File: src/speed_profile_pkg.sv
/*
 * Constants and carrier types for the speed-profile and reference-run mode logic.
 * Assumes a single clock domain and a simple word-wide register port.
 */
package speed_profile_pkg;

  // ********************************************************************
  // Register offsets (word indices on the plain register port)
  // ********************************************************************
  localparam logic [3:0] OFS_MODE = 4'h0;
  localparam logic [3:0] OFS_CTRL = 4'h1;
  localparam logic [3:0] OFS_TARGET = 4'h2;
  localparam logic [3:0] OFS_ACCEL = 4'h3;
  localparam logic [3:0] OFS_DECEL = 4'h4;
  localparam logic [3:0] OFS_PROF_TYPE = 4'h5;
  localparam logic [3:0] OFS_VWIN = 4'h6;
  localparam logic [3:0] OFS_VWIN_TIME = 4'h7;
  localparam logic [3:0] OFS_THRESH = 4'h8;
  localparam logic [3:0] OFS_MAX_DEV = 4'h9;
  localparam logic [3:0] OFS_SCALE = 4'ha;
  localparam logic [3:0] OFS_HOME_METHOD = 4'hb;
  localparam logic [3:0] OFS_HOME_ACCEL = 4'hc;
  localparam logic [3:0] OFS_HOME_SPEED = 4'hd;
  localparam logic [3:0] OFS_INPUT_MAP = 4'he;
  localparam logic [3:0] OFS_STATUS = 4'hf;

  // ********************************************************************
  // Field positions and codes
  // ********************************************************************
  localparam logic [7:0] MODE_SPEED_PROFILE = 8'h03;
  localparam logic [7:0] MODE_HOMING = 8'h06;
  localparam int CTRL_ENABLE_BIT = 3;
  localparam int CTRL_HOME_START_BIT = 4;
  localparam int CTRL_HALT_BIT = 8;
  localparam int ST_REACHED_BIT = 10;
  localparam int ST_ZERO_BIT = 12;
  localparam int ST_DEV_BIT = 13;
  localparam logic PROF_TRAPEZOID = 1'b0;
  localparam logic PROF_SINE_SQ = 1'b1;
  localparam logic signed [7:0] METHOD_SWITCH_LO = 8'sh01;
  localparam logic signed [7:0] METHOD_SWITCH_HI = 8'sh22;
  localparam logic signed [7:0] METHOD_SET_ZERO = 8'sh25;
  localparam logic signed [7:0] METHOD_STOP_LO = -8'sh04;
  localparam logic signed [7:0] METHOD_STOP_HI = -8'sh01;

  // ********************************************************************
  // Reset values
  // ********************************************************************
  localparam logic [15:0] RST_ACCEL = 16'h0064;
  localparam logic [15:0] RST_SCALE = 16'h0100;
  localparam logic [15:0] RST_VWIN = 16'h0010;
  localparam logic [15:0] RST_VWIN_TIME = 16'h0014;
  localparam logic [15:0] RST_THRESH = 16'h0008;
  localparam logic [15:0] RST_MAX_DEV = 16'h0400;
  localparam logic [15:0] RST_INPUT_MAP = 16'h0210;
  localparam logic [15:0] RST_HOME_SPEED = 16'h0100;

  // Clock rate and the time base of the window timer (1 ms ticks).
  localparam int CLK_MHZ = 200;
  localparam int TICK_US = 1000;
  localparam int TICK_CYCLES = CLK_MHZ * TICK_US;

  typedef struct packed {
    logic [3:0] addr;
    logic [15:0] wdata;
    logic wr;
    logic rd;
  } reg_req_t;

  typedef struct packed {
    logic pos_limit;
    logic neg_limit;
    logic home_sw;
    logic index;
  } switch_in_t;

endpackage : speed_profile_pkg

File: src/speed_profile_mode.sv
/*
 * Operating-mode logic: speed-profile generator with status evaluation and the
 * entry logic of the reference run.
 * Assumes synchronous inputs on sys_clk_i and a host that keeps its own rules.
 */
`timescale 1ns/10ps
`default_nettype none

module speed_profile_mode (
  input wire logic sys_clk_i,
  input wire logic rst_b_i,
  input wire logic [3:0] addr_i,
  input wire logic [15:0] wdata_i,
  input wire logic wr_i,
  input wire logic rd_i,
  input wire logic signed [15:0] actual_speed_i,
  input wire logic [3:0] dig_in_i,
  input wire logic travel_sup_en_i,
  input wire logic ffwd_en_i,
  output logic [15:0] rdata_o,
  output logic signed [15:0] demand_speed_o,
  output logic signed [15:0] torque_ffwd_o,
  output logic pos_zero_o
);

  // ********************************************************************
  // Types and shared functions
  // ********************************************************************
  typedef enum logic [3:0] {
    H_IDLE = 4'h1,
    H_RUN = 4'h2,
    H_DONE = 4'h4,
    H_ERR = 4'h8
  } home_state_t;

  function automatic logic signed [15:0] scale(input logic signed [15:0] v, input logic [15:0] f);
    logic signed [32:0] p;
    p = v * $signed({1'b0, f});
    return p[23:8];
  endfunction : scale

  function automatic logic [15:0] mag(input logic signed [15:0] v);
    return v[15] ? 16'(-v) : 16'(v);
  endfunction : mag

  speed_profile_pkg::reg_req_t req;
  speed_profile_pkg::switch_in_t sw;
  logic [7:0] mode_reg;
  logic [15:0] ctrl_reg;
  logic signed [15:0] target_reg;
  logic [15:0] accel_reg, decel_reg, vwin_reg, vwin_time_reg, thresh_reg, max_dev_reg, scale_reg;
  logic [15:0] home_accel_reg, home_speed_reg, input_map_reg;
  logic prof_type_reg;
  logic signed [7:0] method_reg;
  logic signed [15:0] demand_reg, demand_next;
  logic [15:0] status_reg, status_next;
  logic [7:0] mode_prev_reg;
  logic [15:0] win_cnt_reg;
  logic [31:0] tick_cnt_reg;
  logic tick;
  logic start_prev_reg;
  logic limit_hold_reg;
  home_state_t home_reg;

  assign req = '{addr: addr_i, wdata: wdata_i, wr: wr_i, rd: rd_i};
  assign sw = speed_profile_pkg::switch_in_t'(dig_in_i);

  // ********************************************************************
  // Register file
  // ********************************************************************
  always_ff @(posedge sys_clk_i or negedge rst_b_i) begin
    if (!rst_b_i) begin
      mode_reg <= 8'h00;
      ctrl_reg <= 16'h0000;
      target_reg <= 16'sh0000;
      accel_reg <= speed_profile_pkg::RST_ACCEL;
      decel_reg <= speed_profile_pkg::RST_ACCEL;
      prof_type_reg <= speed_profile_pkg::PROF_TRAPEZOID;
      vwin_reg <= speed_profile_pkg::RST_VWIN;
      vwin_time_reg <= speed_profile_pkg::RST_VWIN_TIME;
      thresh_reg <= speed_profile_pkg::RST_THRESH;
      max_dev_reg <= speed_profile_pkg::RST_MAX_DEV;
      scale_reg <= speed_profile_pkg::RST_SCALE;
      method_reg <= 8'sh00;
      home_accel_reg <= speed_profile_pkg::RST_ACCEL;
      home_speed_reg <= speed_profile_pkg::RST_HOME_SPEED;
      input_map_reg <= speed_profile_pkg::RST_INPUT_MAP;
    end else if (req.wr) begin
      unique case (req.addr)
        speed_profile_pkg::OFS_MODE: mode_reg <= req.wdata[7:0];
        speed_profile_pkg::OFS_CTRL: ctrl_reg <= req.wdata;
        speed_profile_pkg::OFS_TARGET: target_reg <= scale(req.wdata, scale_reg);
        speed_profile_pkg::OFS_ACCEL: accel_reg <= req.wdata;
        speed_profile_pkg::OFS_DECEL: decel_reg <= req.wdata;
        speed_profile_pkg::OFS_PROF_TYPE: prof_type_reg <= req.wdata[0];
        speed_profile_pkg::OFS_VWIN: vwin_reg <= req.wdata;
        speed_profile_pkg::OFS_VWIN_TIME: vwin_time_reg <= req.wdata;
        speed_profile_pkg::OFS_THRESH: thresh_reg <= req.wdata;
        speed_profile_pkg::OFS_MAX_DEV: max_dev_reg <= req.wdata;
        speed_profile_pkg::OFS_SCALE: scale_reg <= req.wdata;
        speed_profile_pkg::OFS_HOME_METHOD: method_reg <= req.wdata[7:0];
        speed_profile_pkg::OFS_HOME_ACCEL: home_accel_reg <= req.wdata;
        speed_profile_pkg::OFS_HOME_SPEED: home_speed_reg <= req.wdata;
        speed_profile_pkg::OFS_INPUT_MAP: input_map_reg <= req.wdata;
        default: ;
      endcase
    end
  end

  always_ff @(posedge sys_clk_i or negedge rst_b_i) begin
    if (!rst_b_i) begin
      rdata_o <= 16'h0000;
    end else if (req.rd) begin
      unique case (req.addr)
        speed_profile_pkg::OFS_MODE: rdata_o <= {8'h00, mode_reg};
        speed_profile_pkg::OFS_CTRL: rdata_o <= ctrl_reg;
        speed_profile_pkg::OFS_TARGET: rdata_o <= target_reg;
        speed_profile_pkg::OFS_ACCEL: rdata_o <= accel_reg;
        speed_profile_pkg::OFS_DECEL: rdata_o <= decel_reg;
        speed_profile_pkg::OFS_PROF_TYPE: rdata_o <= {15'h0000, prof_type_reg};
        speed_profile_pkg::OFS_VWIN: rdata_o <= vwin_reg;
        speed_profile_pkg::OFS_VWIN_TIME: rdata_o <= vwin_time_reg;
        speed_profile_pkg::OFS_THRESH: rdata_o <= thresh_reg;
        speed_profile_pkg::OFS_MAX_DEV: rdata_o <= max_dev_reg;
        speed_profile_pkg::OFS_SCALE: rdata_o <= scale_reg;
        speed_profile_pkg::OFS_HOME_METHOD: rdata_o <= {{8{method_reg[7]}}, method_reg};
        speed_profile_pkg::OFS_HOME_ACCEL: rdata_o <= home_accel_reg;
        speed_profile_pkg::OFS_HOME_SPEED: rdata_o <= home_speed_reg;
        speed_profile_pkg::OFS_INPUT_MAP: rdata_o <= input_map_reg;
        speed_profile_pkg::OFS_STATUS: rdata_o <= status_reg;
        default: rdata_o <= 16'h0000;
      endcase
    end else begin
      rdata_o <= 16'h0000;
    end
  end

  // ********************************************************************
  // Scaled actual speed and switch decoding
  // ********************************************************************
  logic signed [15:0] act_scaled;
  logic in_pv, in_home, stage_on, halt, limit_pos, limit_neg, ref_sw, idx;
  assign act_scaled = scale(actual_speed_i, scale_reg);
  assign in_pv = (mode_reg == speed_profile_pkg::MODE_SPEED_PROFILE);
  assign in_home = (mode_reg == speed_profile_pkg::MODE_HOMING);
  assign stage_on = ctrl_reg[speed_profile_pkg::CTRL_ENABLE_BIT];
  assign halt = ctrl_reg[speed_profile_pkg::CTRL_HALT_BIT];
  // The low three nibbles of the input map pick the inputs for positive limit, negative limit and reference switch.
  assign limit_pos = dig_in_i[input_map_reg[1:0]];
  assign limit_neg = dig_in_i[input_map_reg[5:4]];
  assign ref_sw = dig_in_i[input_map_reg[9:8]];
  assign idx = sw.index;

  // ********************************************************************
  // Profile generator
  // ********************************************************************
  logic signed [15:0] goal;
  logic [15:0] step_up, step_dn, step;
  logic method_switch, method_stop, method_zero, start_edge;
  assign method_switch = (method_reg >= speed_profile_pkg::METHOD_SWITCH_LO) &&
                         (method_reg <= speed_profile_pkg::METHOD_SWITCH_HI);
  assign method_stop = (method_reg >= speed_profile_pkg::METHOD_STOP_LO) &&
                       (method_reg <= speed_profile_pkg::METHOD_STOP_HI);
  assign method_zero = (method_reg == speed_profile_pkg::METHOD_SET_ZERO);
  assign start_edge = in_home && ctrl_reg[speed_profile_pkg::CTRL_HOME_START_BIT] && !start_prev_reg;

  always_comb begin
    goal = 16'sh0000;
    if (in_pv && stage_on && !halt && !limit_hold_reg) begin
      goal = target_reg;
    end else if (in_home && stage_on && !halt && home_reg == H_RUN) begin
      // The reference run travels at its own speed; odd methods go negative, even ones positive.
      goal = method_reg[0] ? $signed(16'(-home_speed_reg)) : $signed(home_speed_reg);
    end
  end

  always_comb begin
    step_up = in_home ? home_accel_reg : accel_reg;
    step_dn = in_home ? home_accel_reg : decel_reg;
    demand_next = demand_reg;
    // Moving away from zero accelerates, toward zero brakes; a sign change passes zero.
    if (demand_reg != 16'sh0000 && (goal[15] != demand_reg[15] || mag(goal) < mag(demand_reg))) begin
      step = step_dn;
    end else begin
      step = step_up;
    end
    // Sine-squared shaping softens the ramp near the goal by halving the step.
    if (prof_type_reg == speed_profile_pkg::PROF_SINE_SQ &&
        {2'b00, mag(16'(goal - demand_reg))} < {step, 2'b00}) begin
      step = (step >> 1) | 16'h0001;
    end
    if (goal > demand_reg) begin
      if (demand_reg[15] && !goal[15] && (17'(mag(demand_reg)) <= 17'(step))) begin
        demand_next = 16'sh0000;
      end else if (17'(goal) - 17'(demand_reg) <= 17'(step)) begin
        demand_next = goal;
      end else begin
        demand_next = 16'(demand_reg + $signed(step));
      end
    end else if (goal < demand_reg) begin
      if (goal[15] && !demand_reg[15] && demand_reg != 16'sh0000 && (17'(demand_reg) <= 17'(step))) begin
        demand_next = 16'sh0000;
      end else if (17'(demand_reg) - 17'(goal) <= 17'(step)) begin
        demand_next = goal;
      end else begin
        demand_next = 16'(demand_reg - $signed(step));
      end
    end
  end

  always_ff @(posedge sys_clk_i or negedge rst_b_i) begin
    if (!rst_b_i) begin
      demand_reg <= 16'sh0000;
      demand_speed_o <= 16'sh0000;
      torque_ffwd_o <= 16'sh0000;
    end else begin
      demand_reg <= demand_next;
      demand_speed_o <= demand_next;
      torque_ffwd_o <= ffwd_en_i ? 16'(demand_next - demand_reg) : 16'sh0000;
    end
  end

  // ********************************************************************
  // Travel supervision
  // ********************************************************************
  always_ff @(posedge sys_clk_i or negedge rst_b_i) begin
    if (!rst_b_i) begin
      limit_hold_reg <= 1'b0;
    end else begin
      limit_hold_reg <= travel_sup_en_i && in_pv &&
                        ((limit_pos && !target_reg[15]) || (limit_neg && target_reg[15]));
    end
  end

  // ********************************************************************
  // Velocity window timer
  // ********************************************************************
  logic in_window, at_rest, dev_hit;
  assign in_window = mag(16'(act_scaled - target_reg)) <= vwin_reg;
  assign at_rest = mag(act_scaled) <= thresh_reg;
  assign dev_hit = mag(16'(demand_reg - act_scaled)) >= max_dev_reg;
  assign tick = (tick_cnt_reg == 32'(speed_profile_pkg::TICK_CYCLES - 1));

  always_ff @(posedge sys_clk_i or negedge rst_b_i) begin
    if (!rst_b_i) begin
      tick_cnt_reg <= 32'h00000000;
    end else begin
      tick_cnt_reg <= tick ? 32'h00000000 : tick_cnt_reg + 32'h00000001;
    end
  end

  always_ff @(posedge sys_clk_i or negedge rst_b_i) begin
    if (!rst_b_i) begin
      win_cnt_reg <= 16'h0000;
    end else if (!in_window || mode_reg != mode_prev_reg) begin
      win_cnt_reg <= 16'h0000;
    end else if (tick && win_cnt_reg < vwin_time_reg) begin
      win_cnt_reg <= win_cnt_reg + 16'h0001;
    end
  end

  // ********************************************************************
  // Reference run
  // ********************************************************************
  always_ff @(posedge sys_clk_i or negedge rst_b_i) begin
    if (!rst_b_i) begin
      home_reg <= H_IDLE;
      start_prev_reg <= 1'b0;
      pos_zero_o <= 1'b0;
    end else begin
      start_prev_reg <= ctrl_reg[speed_profile_pkg::CTRL_HOME_START_BIT];
      pos_zero_o <= 1'b0;
      if (!in_home || !ctrl_reg[speed_profile_pkg::CTRL_HOME_START_BIT]) begin
        home_reg <= H_IDLE;
      end else begin
        unique case (home_reg)
          H_IDLE: begin
            if (start_edge && method_zero) begin
              pos_zero_o <= 1'b1;
              home_reg <= H_DONE;
            end else if (start_edge && (method_switch || method_stop)) begin
              home_reg <= H_RUN;
            end
          end
          H_RUN: begin
            if (method_switch && (method_reg[0] ? limit_pos : limit_neg)) begin
              home_reg <= H_ERR;
            end else if (method_switch && (ref_sw || (method_reg[0] ? limit_neg : limit_pos)) &&
                         (idx || method_reg > 8'sh10)) begin
              pos_zero_o <= 1'b1;
              home_reg <= H_DONE;
            end else if (method_stop && dev_hit) begin
              pos_zero_o <= 1'b1;
              home_reg <= H_DONE;
            end
          end
          H_DONE: home_reg <= H_DONE;
          H_ERR: home_reg <= H_ERR;
        endcase
      end
    end
  end

  // ********************************************************************
  // Status word
  // ********************************************************************
  always_comb begin
    status_next = 16'h0000;
    if (mode_reg != mode_prev_reg) begin
      status_next = 16'h0000;
    end else if (in_pv) begin
      // Control bits beyond halt and enable carry no meaning here.
      status_next[speed_profile_pkg::ST_REACHED_BIT] = halt ? at_rest :
        (in_window && win_cnt_reg >= vwin_time_reg);
      status_next[speed_profile_pkg::ST_ZERO_BIT] = at_rest;
      status_next[speed_profile_pkg::ST_DEV_BIT] = dev_hit;
    end else if (in_home) begin
      status_next[speed_profile_pkg::ST_REACHED_BIT] = (home_reg != H_RUN) && at_rest;
      status_next[speed_profile_pkg::ST_ZERO_BIT] = (home_reg == H_DONE);
      status_next[speed_profile_pkg::ST_DEV_BIT] = (home_reg == H_ERR);
    end
  end

  always_ff @(posedge sys_clk_i or negedge rst_b_i) begin
    if (!rst_b_i) begin
      status_reg <= 16'h0000;
      mode_prev_reg <= 8'h00;
    end else begin
      status_reg <= status_next;
      mode_prev_reg <= mode_reg;
    end
  end

  // ********************************************************************
  // Checks
  // ********************************************************************
  a_reach_needs_time: assert property (@(posedge sys_clk_i) disable iff (!rst_b_i)
    (in_pv && !halt && status_next[10]) |-> win_cnt_reg >= vwin_time_reg) else $error("reached too early");
  a_window_restart: assert property (@(posedge sys_clk_i) disable iff (!rst_b_i)
    (!in_window) |=> win_cnt_reg == 16'h0000) else $error("window timer kept");
  a_rest_bit: assert property (@(posedge sys_clk_i) disable iff (!rst_b_i)
    (in_pv && $stable(mode_reg)) |=> status_reg[12] == $past(at_rest)) else $error("standstill bit wrong");
  a_dev_bit: assert property (@(posedge sys_clk_i) disable iff (!rst_b_i)
    (in_pv && $stable(mode_reg)) |=> status_reg[13] == $past(dev_hit)) else $error("deviation bit wrong");
  a_mode_clear: assert property (@(posedge sys_clk_i) disable iff (!rst_b_i)
    (mode_reg != mode_prev_reg) |=> status_reg == 16'h0000) else $error("status not cleared");
  a_zero_no_move: assert property (@(posedge sys_clk_i) disable iff (!rst_b_i)
    (home_reg == H_IDLE && start_edge && method_zero) |=> pos_zero_o && home_reg == H_DONE) else $error("zero");
  a_err_stays: assert property (@(posedge sys_clk_i) disable iff (!rst_b_i)
    (home_reg == H_ERR && in_home && ctrl_reg[4]) |=> home_reg == H_ERR) else $error("error left");
  a_ramp_limit: assert property (@(posedge sys_clk_i) disable iff (!rst_b_i)
    (in_pv) |=> mag(16'(demand_reg - $past(demand_reg))) <= (accel_reg > decel_reg ? accel_reg : decel_reg))
    else $error("ramp too steep");
  a_no_start: assert property (@(posedge sys_clk_i) disable iff (!rst_b_i)
    (home_reg == H_IDLE && !ctrl_reg[4]) |=> home_reg == H_IDLE) else $error("run without start");
  c_reached: cover property (@(posedge sys_clk_i) disable iff (!rst_b_i) in_pv && status_reg[10]);
  c_reverse: cover property (@(posedge sys_clk_i) disable iff (!rst_b_i) demand_reg[15] ##[1:200] demand_reg > 0);
  c_home_done: cover property (@(posedge sys_clk_i) disable iff (!rst_b_i) home_reg == H_DONE);
  c_home_error: cover property (@(posedge sys_clk_i) disable iff (!rst_b_i) home_reg == H_ERR);

endmodule : speed_profile_mode

`default_nettype wire

File: config.mk
export PLATFORM = sky130hd
export DESIGN_NAME = speed_profile_mode
export DESIGN_NICKNAME = d
export VERILOG_FILES = /design/src/speed_profile_pkg.sv /design/src/speed_profile_mode.sv
export SDC_FILE = /design/constraint.sdc
export NUM_CORES = 2
export LEC_CHECK = 0
export BUFFER_PORTS_ARGS = -buffer_cell sky130_fd_sc_hd__buf_2
export CORE_MARGIN = 4
export CORE_UTILIZATION = 35
export DETAILED_ROUTE_END_ITERATION = 8
export GPL_TIMING_DRIVEN = 0
export SYNTH_ARGS = -nofsm -noshare
export SYNTH_HDL_FRONTEND = slang
export SYNTH_SLANG_ARGS = --single-unit
File: constraint.sdc
create_clock -name sys_clk_i -period 15.2 [get_ports sys_clk_i]
set_input_delay 3.04 -clock sys_clk_i [delete_from_list [all_inputs] [get_ports sys_clk_i]]
set_output_delay 3.04 -clock sys_clk_i [all_outputs]
set_load 0.05 [all_outputs]
==> qor.txt <==
Worst min path class: reg2reg
Routed WL: 138,000 µm
Final hold vios: 0
Core Util, Final: 39.2%
Grt peak-use layer: met2
Outcome: finished, final reports clean
Syn Nets: 5,126
Die Width: 340 µm
CTS clk-pin slew, worst paths: 60 ps
Final setup fails: 0
Row count: 121
Worst slew pin tran: 1400 ps
Boundary Pins: 95
Distinct cells, synth: 80
Main combinational cell family by area after synthesis: adder cells
CP Buf/Inv Count: 7
Synth Area in Simple Gates: 15.5%
Synth area leaders: dfrtp_1 20%, fa_1 18%, ha_1 13%
Critical Path End Type: flop
H-tree depth: 2
Leading cell type in the layout, fill and taps excluded: inv_1
GPL Wtd Cong: 0.995
R2R Setup Slk: 790 ps
Via count: 32.3k
Vias in the first global route: 32.2k
Startpoint Class: input pin
Yosys warns: 0
Maxcap violations: 0
CTS tree: yes
Crit Path Max Fanout: 10
Initial Util: 35.4%
Part of the cycle the worst path needs: 95.2%
GRT Util Overall: 23.6%
Fraction of layout cells with a size suffix above 1: 10.2%
Drt via density: 5.40
Setup WS post-layout: 734 ps
Sequential-to-total area share from yosys stat: 21.0%
WL per Instance: 23.2 µm
Drt initial violations: 2,724
Post-Synthesis Cells: 4,332
CP max stage delay: 560 ps
Die ar.: 0.116 mm²
Post-synthesis mux area share: 6.66%
Synth Area in Compound Gates: 11.5%
CTS root buf: clkbuf_16
DP HPWL: 111,000 µm
Met1 Track Usage GR: 31.4%
CTS max path bufs: 3
CP top delay family: adder cells
Max Fclk: 0.0691 GHz
Number of synthesized flops with an enable pin: 0
Antenna violations before repair: 5
Clock Sinks: 323
Largest area contributor in the netlist: dfrtp_1
Flip-flop count of the largest register after layout: 32
Placed insts: 5,893
Setup slack at placement: -2460 ps
Commonest cells after routing, fill and taps aside: 664 x inv_1, 462 x nand2_1, 405 x ha_1
Post-synth ARST share: 100%
Met3 Usage GRT: 3.78%
Most used DFF post-synth: dfrtp_1
Post-Synth XOR/XNOR Area: 6.23%
Largest net degree at the start of global routing: 109
CTS Hold Bufs: 0
CP required: 15,640 ps
CP arrival: 14,900 ps
First-pass GRT wire length: 207,000 µm
Synth Register Bits: 323
Layout area overhead: 10.8%
Max-slew headroom: 6.96%
Setup Skew: 32.8 ps
CTS buffer count: 38
RSZ-0062 raised after global routing: false
ANT nets after route: 0
Met2 Use GR: 37.8%
Top-area cell type share of the netlist area: 19.7%
Die height: 340 µm
Mapped Area: 0.0387 mm²
Syn Area/Cell: 8.93 µm²
Nets: 5,260
Tmin final: 14,470 ps
Post-Synth Adder-Cell Area: 30.8%
I/O Buffers: 81
Non-Filler Instances: 5,974
Pre-Repair DR Iteration Count: 6
Final Slew Violations: 0
Total grt overflow: 0
CP Class: in2reg
Core box area: 0.109 mm²
Clk_lat worst skew: 590 ps
Crit path max-delay cell type: fa_1
# DRC: 0
Most used cell, CP: fa_1
-- cell type report --
cell class | count | area [µm²]
clock inverter | 20 | 292
timing repair buffer | 99 | 611
fill | 11144 | 66500
antenna | 3 | 7.51
tap | 1476 | 1850
clock buffer | 49 | 1070
buffer | 181 | 729
multi-input combinational | 3157 | 27700
inverter | 666 | 2500
sequential | 323 | 8110
-- cells by family (layout without fill, tap and decap cells) --
logic type                 Yosys count  count (layout)
xor gates and xnor gates           275             275
buffers and inverters              852            1015
DFF                                323             323
muxes                              229             229
other                                0               3
adders and majority gates          748             748
and+or+nand+nor                   1231            1231
AOI/OAI and AO/OA                  674             674
-- synth_stat cells, types with 15 or more instances --
library cell,count
xnor2_1,195
a21o_1,66
mux2_2,186
nor4_1,24
and3_1,27
a31oi_1,24
o21bai_1,25
dfstp_2,19
a22o_1,26
and2_1,193
a22oi_1,33
dfrtp_1,304
nand2b_1,54
inv_1,666
or3_1,29
mux2i_1,39
a21oi_1,160
o31ai_1,26
ha_1,406
a221oi_1,38
nand3_1,47
nand4_1,37
nand2_1,463
fa_1,342
nor2_1,229
o21a_1,15
nor2b_1,38
nor3_1,36
xor2_1,80
o21ai_0,146
clkbuf_1,177
-- final timing paths --
check,from,to,cells after the start
min in group asynchronous,rst_b_i,rdata_o[1],1
max in group asynchronous,rst_b_i,vwin_reg[9],3
min reg2reg,ctrl_reg[4],start_prev_reg,0
max,actual_speed_i[2],win_cnt_reg[3],48
max reg2reg,mode_reg[5],torque_ffwd_o[15],71
min,ctrl_reg[4],start_prev_reg,0
-- through the flow --
stage | TNS, ps | hold WS [ps] | area, µm²
after global placement | -45030 | 440 | 40900
after global routing | 0 | 478 | 42800
after detailed placement | -39630 | 446 | 41000
final | 0 | 460 | 42800
after CTS | 0 | 455 | 42600
after floorplan | 0 | 389 | 38700
-- worst register-to-register path: cells and delay by family (launching register included) --
| family | cells | cell delay, ps |
|---|---|---|
| AOI/OAI and AO/OA | 34 | 6670 |
| and+or+nand+nor | 18 | 3090 |
| buffers and inverters | 11 | 2190 |
| adders and majority gates | 5 | 1510 |
| DFF | 1 | 480 |
| xor gates and xnor gates | 2 | 230 |
| muxes | 1 | 170 |
-- what timing repair did --
| item | in CTS | in global routing |
|---|---|---|
| pin swaps | 2 | 5 |
| setup endpoints to repair | 31 | 23 |
| gates cloned | 0 | 0 |
| resized for setup | 45 | 64 |
| setup buffers | 2 | 12 |
-- per-layer routing --
layer	share of wire (%)	routed length [µm]
met5	0.018	25
met4	5.5	7600
met3	7.7	10600
met1	42	58100
met2	45	62200
Power is not shown: default switching activity piles up to over one toggle a cycle in this logic, so the estimate is an artifact.
